[config.mk]
export PLATFORM = sky130hd
export DESIGN_NAME = thermal_trip_shutdown
export DESIGN_NICKNAME = d
export VERILOG_FILES = /design/src/design/overtemp_pkg.sv /design/src/design/overtemp_compare.sv /design/src/design/thermal_trip_shutdown.sv
export SDC_FILE = /design/constraint.sdc
export NUM_CORES = 1
export LEC_CHECK = 0
export BUFFER_PORTS_ARGS = -buffer_cell sky130_fd_sc_hd__buf_2
export CAP_MARGIN = 15
export CORE_AREA = 2 2 39 41
export DETAILED_ROUTE_END_ITERATION = 7
export DIE_AREA = 0 0 41 43
export HOLD_SLACK_MARGIN = 0.08
export PLACE_DENSITY = 0.74
export SETUP_SLACK_MARGIN = 0.3
export SKIP_CTS_REPAIR_TIMING = 1
export SLEW_MARGIN = 10
export SYNTH_ARGS = -nofsm -noshare
export SYNTH_HDL_FRONTEND = slang
export SYNTH_SLANG_ARGS = --single-unit
[constraint.sdc]
create_clock -name clk_in -period 1.15 [get_ports clk_in]
set_input_delay 0.0575 -clock clk_in [delete_from_list [all_inputs] [get_ports clk_in]]
set_output_delay 0.0575 -clock clk_in [all_outputs]
set_load 0.01 [all_outputs]
[src/design/overtemp_pkg.sv]
// package: constants and carrier types for the over-temperature trip block
package overtemp_pkg;
  localparam int        TEMP_W        = 8;
  // trip level in degrees celsius, compared against the sensor code
  localparam logic [7:0] TRIP_LEVEL_C = 8'h87;
  localparam logic [31:0] BOOT_VECTOR = 32'hfffffff0;
  localparam logic       PIN_ACTIVE   = 1'b0;
  localparam logic       PIN_IDLE     = 1'b1;

  typedef struct packed {
    logic             valid;
    logic [TEMP_W-1:0] temp_c;
  } sensor_t;

  typedef struct packed {
    logic        run;
    logic [31:0] fetch_pc;
  } core_ctl_t;

  typedef enum logic [1:0] {
    ST_BOOT  = 2'b00,
    ST_RUN   = 2'b01,
    ST_SHUT  = 2'b10
  } trip_state_t;
endpackage : overtemp_pkg

[src/design/overtemp_compare.sv]
// module: threshold comparator on the sensor reading
`timescale 1ns/1ps
module overtemp_compare (
  input  wire logic                clk_in,
  input  wire logic                rstn_in,
  input  wire overtemp_pkg::sensor_t sensor_in,
  output logic                     hot_out
);
  import overtemp_pkg::*;

  function automatic logic at_or_above(input logic [TEMP_W-1:0] t);
    return t >= TRIP_LEVEL_C;
  endfunction : at_or_above

  // registered so the latch sees a clean, single-cycle-delayed level
  always_ff @(posedge clk_in or negedge rstn_in) begin
    if (!rstn_in) begin
      hot_out <= 1'b0;
    end else begin
      hot_out <= sensor_in.valid && at_or_above(sensor_in.temp_c); // RQ1
    end
  end
endmodule : overtemp_compare

[src/design/thermal_trip_shutdown.sv]
// module: latched over-temperature trip, clock gate and halt control
//
// Contract
// RQ1 - the trip output asserts when the sensor reads at or above the trip level.
// RQ2 - while tripped the core clocks are gated off and execution halts.
// RQ3 - once set the trip latch holds even after the temperature falls.
// RQ4 - system reset clears the latch and releases the output even when hot.
// RQ5 - after reset execution starts at the boot vector and trips again if hot.
// RQ6 - the platform removes power as soon as it sees the trip output active.
// RQ7 - the trip output is active low and driven low only while tripped.
`timescale 1ns/1ps
module thermal_trip_shutdown (
  input  wire logic                    clk_in,
  input  wire logic                    rstn_in,
  input  wire overtemp_pkg::sensor_t   sensor_in,
  output logic                         overtemp_trip_n_out,
  output logic                         overtemp_trip_oe_out,
  output logic                         core_clk_en_out,
  output overtemp_pkg::core_ctl_t      core_ctl_out
);
  import overtemp_pkg::*;

  // ----------------------------------------------------------------
  // sensor threshold
  // ----------------------------------------------------------------
  logic        hot;
  trip_state_t state;
  trip_state_t next_state;

  overtemp_compare u_compare (
    .clk_in    (clk_in),
    .rstn_in   (rstn_in),
    .sensor_in (sensor_in),
    .hot_out   (hot)
  );

  // ----------------------------------------------------------------
  // trip state
  // ----------------------------------------------------------------
  // the only way out of shutdown is reset; cooling is ignored on purpose
  always_comb begin
    next_state = state;
    case (state)
      ST_BOOT: begin
        next_state = hot ? ST_SHUT : ST_RUN; // RQ5
      end
      ST_RUN: begin
        if (hot) begin
          next_state = ST_SHUT; // RQ1
        end
      end
      ST_SHUT: begin
        next_state = ST_SHUT; // RQ3
      end
      default: begin
        next_state = ST_SHUT;
      end
    endcase
  end

  always_ff @(posedge clk_in or negedge rstn_in) begin
    if (!rstn_in) begin
      state <= ST_BOOT; // RQ4
    end else begin
      state <= next_state;
    end
  end

  // ----------------------------------------------------------------
  // outputs
  // ----------------------------------------------------------------
  // the pin, its enable and the clock gate decode the state flop directly, so the pin and the
  // clock gate can never disagree by a cycle
  logic tripped;
  assign tripped = (state == ST_SHUT);

  // open-drain style: pin pulled high outside, driven only while tripped
  assign overtemp_trip_n_out  = tripped ? PIN_ACTIVE : PIN_IDLE; // RQ7
  assign overtemp_trip_oe_out = tripped; // RQ7
  assign core_clk_en_out      = !tripped; // RQ2

  always_ff @(posedge clk_in or negedge rstn_in) begin
    if (!rstn_in) begin
      core_ctl_out.run      <= 1'b0;
      core_ctl_out.fetch_pc <= BOOT_VECTOR; // RQ5
    end else begin
      core_ctl_out.run      <= (next_state == ST_RUN); // RQ2
      core_ctl_out.fetch_pc <= BOOT_VECTOR;
    end
  end
endmodule : thermal_trip_shutdown

# Yosys cells after proc, flatten, opt, wreduce, memory -nomap -nowiden
# Cells that the tools add are included.
# word_totals
regBits,4
input_bits,11
output_inout_bits,36
elab_cells,14
# op_classes
order_cmp,1
n_eq_ne,3
mux,4
reduce_logical,3
# ops
cell,count
greater-or-equal comparator 8 bit (second input constant),1
equality test 2 x 1 -> 1 bit (second input constant),2
two-way mux 2 bit,2
case mux 2 bit (2 select lines),1
equality test 2 bit (second input constant),1
logical NOT 2 bit,1
logical AND 1 bit,1
logical NOT 1 bit,1
two-way mux 1 bit,1

# Logic depth before layout (Yosys ltp)
# Gate-level depths: netlist (run 1).
# depth
word_depth,3
depth_mapped,2
ltp_nobuf,2

# Modules after synthesis
# A second synthesis (run 1) with hierarchy kept.
# hier_totals
cells_unflattened,48
area_unflattened_um2,407.9
# modules_own_cells
module,instances,cells_each,area_each_um2,seq_area_each_um2
thermal_trip_shutdown,1,43,356.6,75.1
overtemp_compare,1,5,51.3,25.0

# Least setup slack after synthesis (run 1)
# Ideal clock, no wire load.
# synth_timing
path_kind,register to output
startpoint,register state[0]
endpoint,output overtemp_trip_n_out
arrival_time_ns,0.692
required_time_ns,1.092
slack_ns,0.400
stages_incl_launch_ff,3
cell_sequence,dfrtp_1 -> nand2b_1 -> buf_4
# synth_between
elab_chain_cells,2
# synth_rtl
item,line,source
"start, declared",thermal_trip_shutdown.sv:27,trip_state_t state;
"start signal, assigned",thermal_trip_shutdown.sv:65,state <= next_state;
equality test 2 bit,thermal_trip_shutdown.sv:75,assign tripped = (state == ST_SHUT);
two-way mux 1 bit,thermal_trip_shutdown.sv:78,assign overtemp_trip_n_out = tripped ? PIN_ACTIVE : PIN_IDLE;
"end, declared",thermal_trip_shutdown.sv:16,"output logic overtemp_trip_n_out,"
# No other way between the ends.

# Final worst setup path (run 1)
# layout_timing
startpoint,register state[0]
endpoint,output overtemp_trip_oe_out
# layout_between
elab_chain_cells,1
# layout_rtl
item,line,source
equality test 2 bit,thermal_trip_shutdown.sv:75,
"end, declared",thermal_trip_shutdown.sv:17,"output logic overtemp_trip_oe_out,"
# No other way between the ends.

==> flow_metrics.py, run 1 <==
metrics = {
    "logic_synthesis": {
        "synthTopCellsByArea": "buf_4 61%, dfrtp_1 25%, nor4_2 3.1%",
        "synthTopCellsByCount": "33 x buf_4, 4 x dfrtp_1, 2 x conb_1, 2 x inv_1, 2 x nor2_1",
        "yosysMostFrequentCell": "buf_4",
        "synth_top_cell_area_share_pct": 61.5,
        "async_flop_share_pct": 100,
        "ys.warnings.count": 0,
        "synth_edf_count": 0,
        "synth_area_um2": 403,
        "synth_cell_types": 10,
        "postSynthCellCount": 48,
        "avgSynthCellArea_um2": 8.39,
        "ys.flop_type": "dfrtp_1",
        "yosysTopAreaCell": "buf_4",
        "synth-seq-cells": 4,
        "synth-seq-area-share_pct": 24.8,
    },
    "final_layout": {
        "area_delta_synth_final_pct": 7.14,
        "fillers": 154,
        "antenna_cells": 0,
        "final_core_util_pct": 31.2,
        "drive_gt1_share_pct": 31.8,
        "fin_nets": 79,
    },
    "placement": {
        "port_buffers": 14,
        "place_congestion": 0.590,
        "dp_hpwl_um": 411,
    },
    "cts": {
        "cts_sinks": 4,
        "clockRootBuffer": "clkbuf_4",
        "clk_latency_ps": 230,
        "h-tree-depth": 1,
        "cts_buffers": 3,
        "cts.reportedPaths.clkPinSlew_ps": 40,
        "clockBufferDepth": 2,
        "tritoncts": "built",
    },
    "worst_setup_path": {
        "crit_fanout": 3,
        "path_class": "reg -> out",
        "end_kind": "primary output",
        "startpoint_type": "register",
        "required_ps": 1090,
        "worst_r2r_path_depth": 3,
        "arrival_ps": 860,
        "endpoint": "overtemp_trip_oe_out",
        "rrSetupSlack_ps": 340,
        "worstReg2RegStart": "state[1]",
        "rr_endpoint": "state[1]",
        "crit_path_start": "state[0]",
    },
    "detailed_routing": {
        "vias": 253,
        "via_per_inst": 3.09,
        "drcViolationCount": 0,
        "firstDrtPassIters": 1,
        "wl_per_cell_um": 6.37,
        "drtIter0Drc": 0,
        "ant_nets": 0,
        "routed_wl_um": 522,
    },
    "sta": {
        "min_period_over_period_pct": 79.6,
        "finalSetupViolations": 0,
        "clock_skew_ps": 1.48,
        "period_needed_ps": 916,
        "hold_viol_final": 0,
        "max_freq_mhz": 1090,
        "drv_slew": 0,
        "rsz0062_at_grt": "yes",
        "tns_ps": 0,
    },
    "floorplanning": {
        "fp.coreArea_um2": 1380,
        "die_h_um": 43,
        "rows": 14,
        "die_area_um2": 1760,
        "die_w_um": 41,
        "start_util_pct": 29.1,
        "num_io_pins": 47,
    },
    "power": {
        "ir_worst_vdd_mv": 0.182,
        "power_density_nw_per_um2": 909,
        "leakagePower_uw": 0.000267,
    },
    "outcome": {
        "status": "completed",
    },
    "min_path": {
        "hold_class": "in -> reg",
    },
    "global_route": {
        "grt_pass1_wl_um": 634,
        "grt_max_degree": 5,
        "antenna_found_initial": 0,
        "first_global_vias": 157,
        "track_usage_pct": 6.34,
        "grt_overflow": 0,
    },
    "flow_run": {
        "drv_cap": 0,
    },
}
==> per-layer routing <==
metal / GRT usage, % / share of wire, % / vias up
li1: - / - / 116
met1: 6.47 / 26 / 110
met2: 6.88 / 57 / 25
met3: 1.57 / 14 / 2
met4: 12.0 / 3.6 / 0
met5: 0 / 0 / -
==> layout make-up <==
type	instances	area [µm²]	share of cell area (%)
clock buffers	3	22.5	5.22
inverters	2	7.51	1.74
multi-input cells	39	168	38.8
flip-flops and latches	4	100	23.2
well taps	16	20.0	4.64
repair buffers	18	114	26.4
==> per-stage QoR <==
step                area [µm²]  total power (µW)  std cells  setup slack [ps]  hold WS [ps]
floorplan                  515               275         78               400          -238
global placement           358               214         75               451          -139
detailed placement         358               215         75               439          -137
CTS                        380               394         78               188          -386
global route               432               418         82               189           110
finish                     432               392         82               234          87.1
==> where the power goes <==
part	switching (µW)	internal, µW	leakage [µW]
logic	57.6	20.6	0.000204
clock network	53.2	116	0.0000138
registers	0.871	143	0.0000497
total	112	281	0.000267
==> critical path: stages (launching register included) <==
cell	delay, ps
dfrtp_1	350
nand2b_4	140
inv_2	50
buf_6	90
==> state kept, by name, indices dropped and copies added (netlist names) <==
signal and cells:
u_compare.hot_out 1, core_ctl_out 1, state 2
==> kinds of logic after synthesis <==
logic type,share of synthesized area [%]
compound gates,1.24
simple gates,8.69
buf+inv,63.4
flops,24.8
other cells,1.86
==> how the worst min path moves through the flow <==
stage | startpoint | to | cells past startpoint
finish | sensor_in[2] | u_compare.hot_out | 3
global route | sensor_in[2] | u_compare.hot_out | 3
CTS | rstn_in | core_ctl_out[32] | 1
detailed placement | rstn_in | state[1] | 1
global placement | rstn_in | core_ctl_out[32] | 1
floorplan | rstn_in | core_ctl_out[32] | 0
==> cells in the final DEF, fill, tap and decap left out <==
cell type      netlist  final
conb_1               2     32
buf_2                0     13
dfrtp_1              4      4
clkbuf_4             0      3
dlygate4sd3_1        0      3
nor2_1               2      2
inv_1                2      1
nand2b_4             0      1
inv_2                0      1
nor4_2               1      1
nand3_1              1      1
nand2_1              1      1
a21oi_1              1      1
buf_6                0      1
buf_4               33      1
Note: power is estimated with default switching activity, not from simulation.
==> inputs of run 2 (changes only) <==
--- a/config.mk
+++ b/config.mk
@@ -7,11 +7,11 @@
 export LEC_CHECK = 0
 export BUFFER_PORTS_ARGS = -buffer_cell sky130_fd_sc_hd__buf_2
 export CAP_MARGIN = 15
-export CORE_AREA = 2 2 39 41
+export CORE_MARGIN = 2
+export CORE_UTILIZATION = 31
 export DETAILED_ROUTE_END_ITERATION = 7
-export DIE_AREA = 0 0 41 43
 export HOLD_SLACK_MARGIN = 0.08
-export PLACE_DENSITY = 0.74
+export PLACE_DENSITY = 0.76
 export SETUP_SLACK_MARGIN = 0.3
 export SKIP_CTS_REPAIR_TIMING = 1
 export SLEW_MARGIN = 10
==> constraint.sdc (replaced) <==
create_clock -name clk_in -period 1 [get_ports clk_in]
set_input_delay 0.05 -clock clk_in [delete_from_list [all_inputs] [get_ports clk_in]]
set_output_delay 0.05 -clock clk_in [all_outputs]
set_load 0.01 [all_outputs]
==> run 2 against run 1 <==
Compared with the run above:
- sequential power rose by 16%
- setup slack lost 140 ps
- flip-flop and latch count did not move
- clock skew shrank 1.2 ps
- critical path depth stayed put
- non-clock buffer count fell by 1
- clock-buffer cell count stayed put
- final area shrank 1.2%
- via count decreased by 4.0%
- largest cell class unchanged
==> flow_metrics.py, run 2 (synthesis results as in run 1) <==
metrics = {
    "outcome": {
        "status": "completed",
    },
    "placement": {
        "place_congestion": 0.630,
        "dp_hpwl_um": 459,
        "placed_area_um2": 363,
        "dp_cells": 73,
        "post-place-ws_ps": 280,
        "port_buffers": 14,
    },
    "floorplanning": {
        "num_io_pins": 47,
        "fp.coreArea_um2": 1160,
        "start_util_pct": 34.8,
        "rows": 12,
        "die_w_um": 40.1,
        "die_h_um": 40.1,
        "die_area_um2": 1600,
    },
    "worst_setup_path": {
        "crit_slowest_cell": "dfrtp_1",
        "rr_endpoint": "state[1]",
        "crit_buf_inv": 2,
        "rrSetupSlack_ps": 210,
        "worstReg2RegStart": "state[1]",
        "arrival_ps": 850,
        "slowest_delay_ps": 400,
        "cpLargestDelayFamily": "flip-flops",
        "startpoint_type": "register",
        "end_kind": "primary output",
        "crit_fanout": 3,
        "required_ps": 950,
        "worst_r2r_path_depth": 3,
        "path_class": "reg -> out",
        "crit_chain": "nand2b_4 > inv_2 > buf_6",
    },
    "sta": {
        "max_freq_mhz": 1110,
        "drv_slew": 0,
        "layout_setup_ws_ps": 98.7,
        "hold_viol_final": 0,
        "min_period_over_period_pct": 90.1,
        "rsz0062_at_grt": "yes",
        "finalSetupViolations": 0,
        "tns_ps": 0,
        "clock_skew_ps": 0.236,
        "period_needed_ps": 901,
    },
    "global_route": {
        "grt_overflow": 0,
        "track_usage_pct": 6.78,
        "grt_max_degree": 5,
        "antenna_found_initial": 0,
        "grt_pass1_wl_um": 655,
        "first_global_vias": 209,
    },
    "power": {
        "leakagePower_uw": 0.000263,
        "p_int_uw": 320,
        "p_sw_share_pct": 28.5,
        "p_comb_share_pct": 19.5,
        "netSwitchingPower_uw": 127,
        "seq_power_share_pct": 37.4,
        "power_density_nw_per_um2": 1050,
        "ir_worst_vdd_mv": 0.292,
        "clkPwrFrac_pct": 43.1,
    },
    "final_layout": {
        "largest_reg_flops": 2,
        "final_core_util_pct": 36.9,
        "fin_cells": 79,
        "antenna_cells": 0,
        "top_register": "state",
        "drive_gt1_share_pct": 33.8,
        "fin_nets": 78,
        "fillers": 123,
        "layout_commonest_cell": "conb_1",
        "final_area_um2": 427,
        "largestRegisters": "state: 2 flops, core_ctl_out: 1 flops, u_compare.hot_out: 1 flops",
        "area_delta_synth_final_pct": 5.90,
        "final_cell_mix": "32 x conb_1, 13 x buf_2, 4 x dfrtp_1, 3 x clkbuf_4, 2 x dlygate4sd3_1",
    },
    "min_path": {
        "whs_path_depth": 3,
        "min_to": "u_compare.hot_out",
        "hold_class": "in -> reg",
        "hold_start": "sensor_in[8]",
    },
    "cts": {
        "cts_sinks": 4,
        "clockBufferDepth": 2,
        "tritoncts": "built",
        "clockRootBuffer": "clkbuf_4",
        "cts.reportedPaths.clkPinSlew_ps": 40,
        "cts_buffers": 3,
        "clk_latency_ps": 230,
        "h-tree-depth": 1,
    },
    "detailed_routing": {
        "via_per_inst": 3.08,
        "ant_nets": 0,
        "routed_wl_um": 554,
        "wl_per_cell_um": 7.01,
        "drtIter0Drc": 1,
        "firstDrtPassIters": 2,
        "vias": 243,
        "drcViolationCount": 0,
    },
    "flow_run": {
        "drv_cap": 0,
    },
}
run 2: worst max-delay path by stage:
| stage | startpoint | endpoint | slack [ps] | depth (start not counted) |
|---|---|---|---|---|
| finish | state[1] | overtemp_trip_oe_out | 100 | 3 |
| global route | state[0] | overtemp_trip_oe_out | 60 | 3 |
| CTS | state[1] | overtemp_trip_oe_out | 50 | 3 |
| detailed placement | state[1] | state[1] | 280 | 2 |
| global placement | state[1] | state[1] | 300 | 2 |
| floorplan | state[0] | overtemp_trip_n_out | 320 | 2 |
run 2: stage by stage:
| step | total power, µW | hold WS, ps |
|---|---|---|
| finish | 447 | 39.4 |
| global placement | 246 | -145 |
| global route | 480 | 58.9 |
| detailed placement | 247 | -144 |
| CTS | 450 | -393 |
| floorplan | 317 | -246 |
run 2: power groups by stage:
| stage | Combinational (µW) | Sequential, µW | Clock [µW] |
|---|---|---|---|
| 6_report | 87.1 | 167 | 193 |
| 5_1_grt | 99.9 | 167 | 213 |
| 4_1_cts | 78.7 | 166 | 206 |
| 3_5_place_dp | 78.7 | 168 | 0 |
| 3_3_place_gp | 77.8 | 168 | 0 |
| 2_1_floorplan | 149 | 168 | 0 |
run 2: metal layers:
layer	vias up	routed length [µm]	GRT usage, %
met3	2	71	0.556
li1	113	-	-
met4	0	6	14.7
met2	25	368	12.1
met5	-	0	0
met1	103	108	3.64
run 2: layout make-up:
cell class / count / area (µm²) / area share, %
Multi-Input combinational cell: 39 / 175 / 41.1
Clock buffer: 3 / 22.5 / 5.28
Timing Repair Buffer: 17 / 104 / 24.3
Tap cell: 14 / 17.5 / 4.11
Sequential cell: 4 / 100 / 23.5
Inverter: 2 / 7.51 / 1.76
run 2: worst reg2reg max path, cell delays in order, from the launching register on:
cell and delay [ps]:
dfrtp_1 400, buf_4 160, nor2_4 80, inv_1 40
==> inputs of run 3 (changes only) <==
--- a/config.mk
+++ b/config.mk
@@ -12,6 +12,7 @@
 export DETAILED_ROUTE_END_ITERATION = 7
 export HOLD_SLACK_MARGIN = 0.08
 export PLACE_DENSITY = 0.76
+export RECOVER_POWER = 25
 export SETUP_SLACK_MARGIN = 0.3
 export SKIP_CTS_REPAIR_TIMING = 1
 export SLEW_MARGIN = 10
==> run 3 against run 2 <==
Compared with the run above:
- total power decreased by 0.11%
- critical path depth unchanged
- die area unchanged
- utilization decreased by 0.11 points
- first-iteration DRC count unchanged
- clock power about the same
- routed wire length decreased by 0.18%
- largest cell class unchanged
- non-clock buffer count unchanged
- flip-flop and latch count unchanged
==> flow_metrics.py, run 3 (synthesis results as in run 1) <==
metrics = {
    "global_route": {
        "antenna_found_initial": 0,
        "grt_pass1_wl_um": 655,
        "first_global_vias": 209,
        "track_usage_pct": 6.78,
        "grt_overflow": 0,
        "grt_max_degree": 5,
    },
    "placement": {
        "port_buffers": 14,
        "dp_hpwl_um": 459,
        "dp_cells": 73,
        "post-place-ws_ps": 280,
        "place_congestion": 0.630,
    },
    "final_layout": {
        "largestRegisters": "state: 2 flops, core_ctl_out: 1 flops, u_compare.hot_out: 1 flops",
        "fillers": 124,
        "top_register": "state",
        "largest_reg_flops": 2,
        "final_cell_mix": "32 x conb_1, 12 x buf_2, 4 x dfrtp_1, 3 x clkbuf_4, 2 x dlygate4sd3_1",
        "layout_commonest_cell": "conb_1",
        "fin_nets": 78,
        "drive_gt1_share_pct": 32.3,
        "final_core_util_pct": 36.8,
        "antenna_cells": 0,
        "fin_cells": 79,
        "area_delta_synth_final_pct": 5.59,
    },
    "power": {
        "leakagePower_uw": 0.000260,
        "ir_worst_vdd_mv": 0.291,
        "power_density_nw_per_um2": 1050,
    },
    "floorplanning": {
        "die_w_um": 40.1,
        "start_util_pct": 34.8,
        "die_area_um2": 1600,
        "num_io_pins": 47,
        "rows": 12,
        "fp.coreArea_um2": 1160,
        "die_h_um": 40.1,
    },
    "cts": {
        "h-tree-depth": 1,
        "clockRootBuffer": "clkbuf_4",
        "tritoncts": "built",
        "cts.reportedPaths.clkPinSlew_ps": 40,
        "clk_latency_ps": 230,
        "cts_buffers": 3,
        "cts_sinks": 4,
        "clockBufferDepth": 2,
    },
    "detailed_routing": {
        "firstDrtPassIters": 2,
        "routed_wl_um": 553,
        "drtIter0Drc": 1,
        "wl_per_cell_um": 7.00,
        "via_per_inst": 3.08,
        "ant_nets": 0,
        "vias": 243,
        "drcViolationCount": 0,
    },
    "sta": {
        "max_freq_mhz": 1110,
        "hold_viol_final": 0,
        "tns_ps": 0,
        "drv_slew": 0,
        "layout_setup_ws_ps": 98.7,
        "finalSetupViolations": 0,
        "clock_skew_ps": 0.236,
        "rsz0062_at_grt": "yes",
        "period_needed_ps": 901,
        "min_period_over_period_pct": 90.1,
    },
    "worst_setup_path": {
        "end_kind": "primary output",
        "crit_fanout": 3,
        "arrival_ps": 850,
        "path_class": "reg -> out",
        "startpoint_type": "register",
        "required_ps": 950,
    },
    "outcome": {
        "status": "completed",
    },
    "flow_run": {
        "drv_cap": 0,
    },
    "min_path": {
        "hold_class": "in -> reg",
    },
}
-- run 3: changes by cell type in the layout (fill, tap and decap cells not counted), sizes merged --
| cell | change |
|---|---|
| buf | -1 |
| clkbuf | +1 |
-- run 3: worst paths after layout --
| path | from | slack [ps] | endpoint | cells after the start |
|---|---|---|---|---|
| worst max-delay path | state[1] | 100 | overtemp_trip_oe_out | 3 |
| worst min-delay path | sensor_in[8] | 40 | u_compare.hot_out | 3 |
| worst max register to register | state[1] | 220 | state[1] | 3 |
| worst min register to register | u_compare.hot_out | 480 | state[0] | 1 |
| max in group asynchronous | rstn_in | 650 | core_ctl_out[32] | 2 |
| min in group asynchronous | rstn_in | 170 | state[1] | 2 |
-- run 3: area by class of cell --
class	count	area, µm²	area share [%]
multi-input cells	39	175	41.2
inverters	2	7.51	1.76
clock buffers	3	22.5	5.29
flip-flops and latches	4	100	23.5
well taps	14	17.5	4.12
repair buffers	17	103	24.1
-- run 3: power by group --
group	switching, µW	internal, µW
sequential	2.38	165
clock	59.1	134
combinational	65.9	20.6
total	127	319
-- run 3: metal layers --
layer | global-route usage, % | vias to the layer above | share of wire, %
met3 | 0.556 | 2 | 13
met2 | 12.1 | 25 | 67
met1 | 3.64 | 103 | 19
met5 | 0 | - | 0
met4 | 14.7 | 0 | 1.1
li1 | - | 113 | -
-- run 3: critical path: stages (launching register included) --
cell,delay (ps)
dfrtp_1,400
nand2b_4,90
inv_2,30
buf_6,110
-- run 3: stage by stage --
stage	instance area (µm²)	hold slack, ps	power [µW]
after global routing	425	58.9	480
after CTS	385	-393	450
final	425	39.4	447
after global placement	363	-145	246
after detailed placement	363	-144	247
after floorplan	523	-246	317
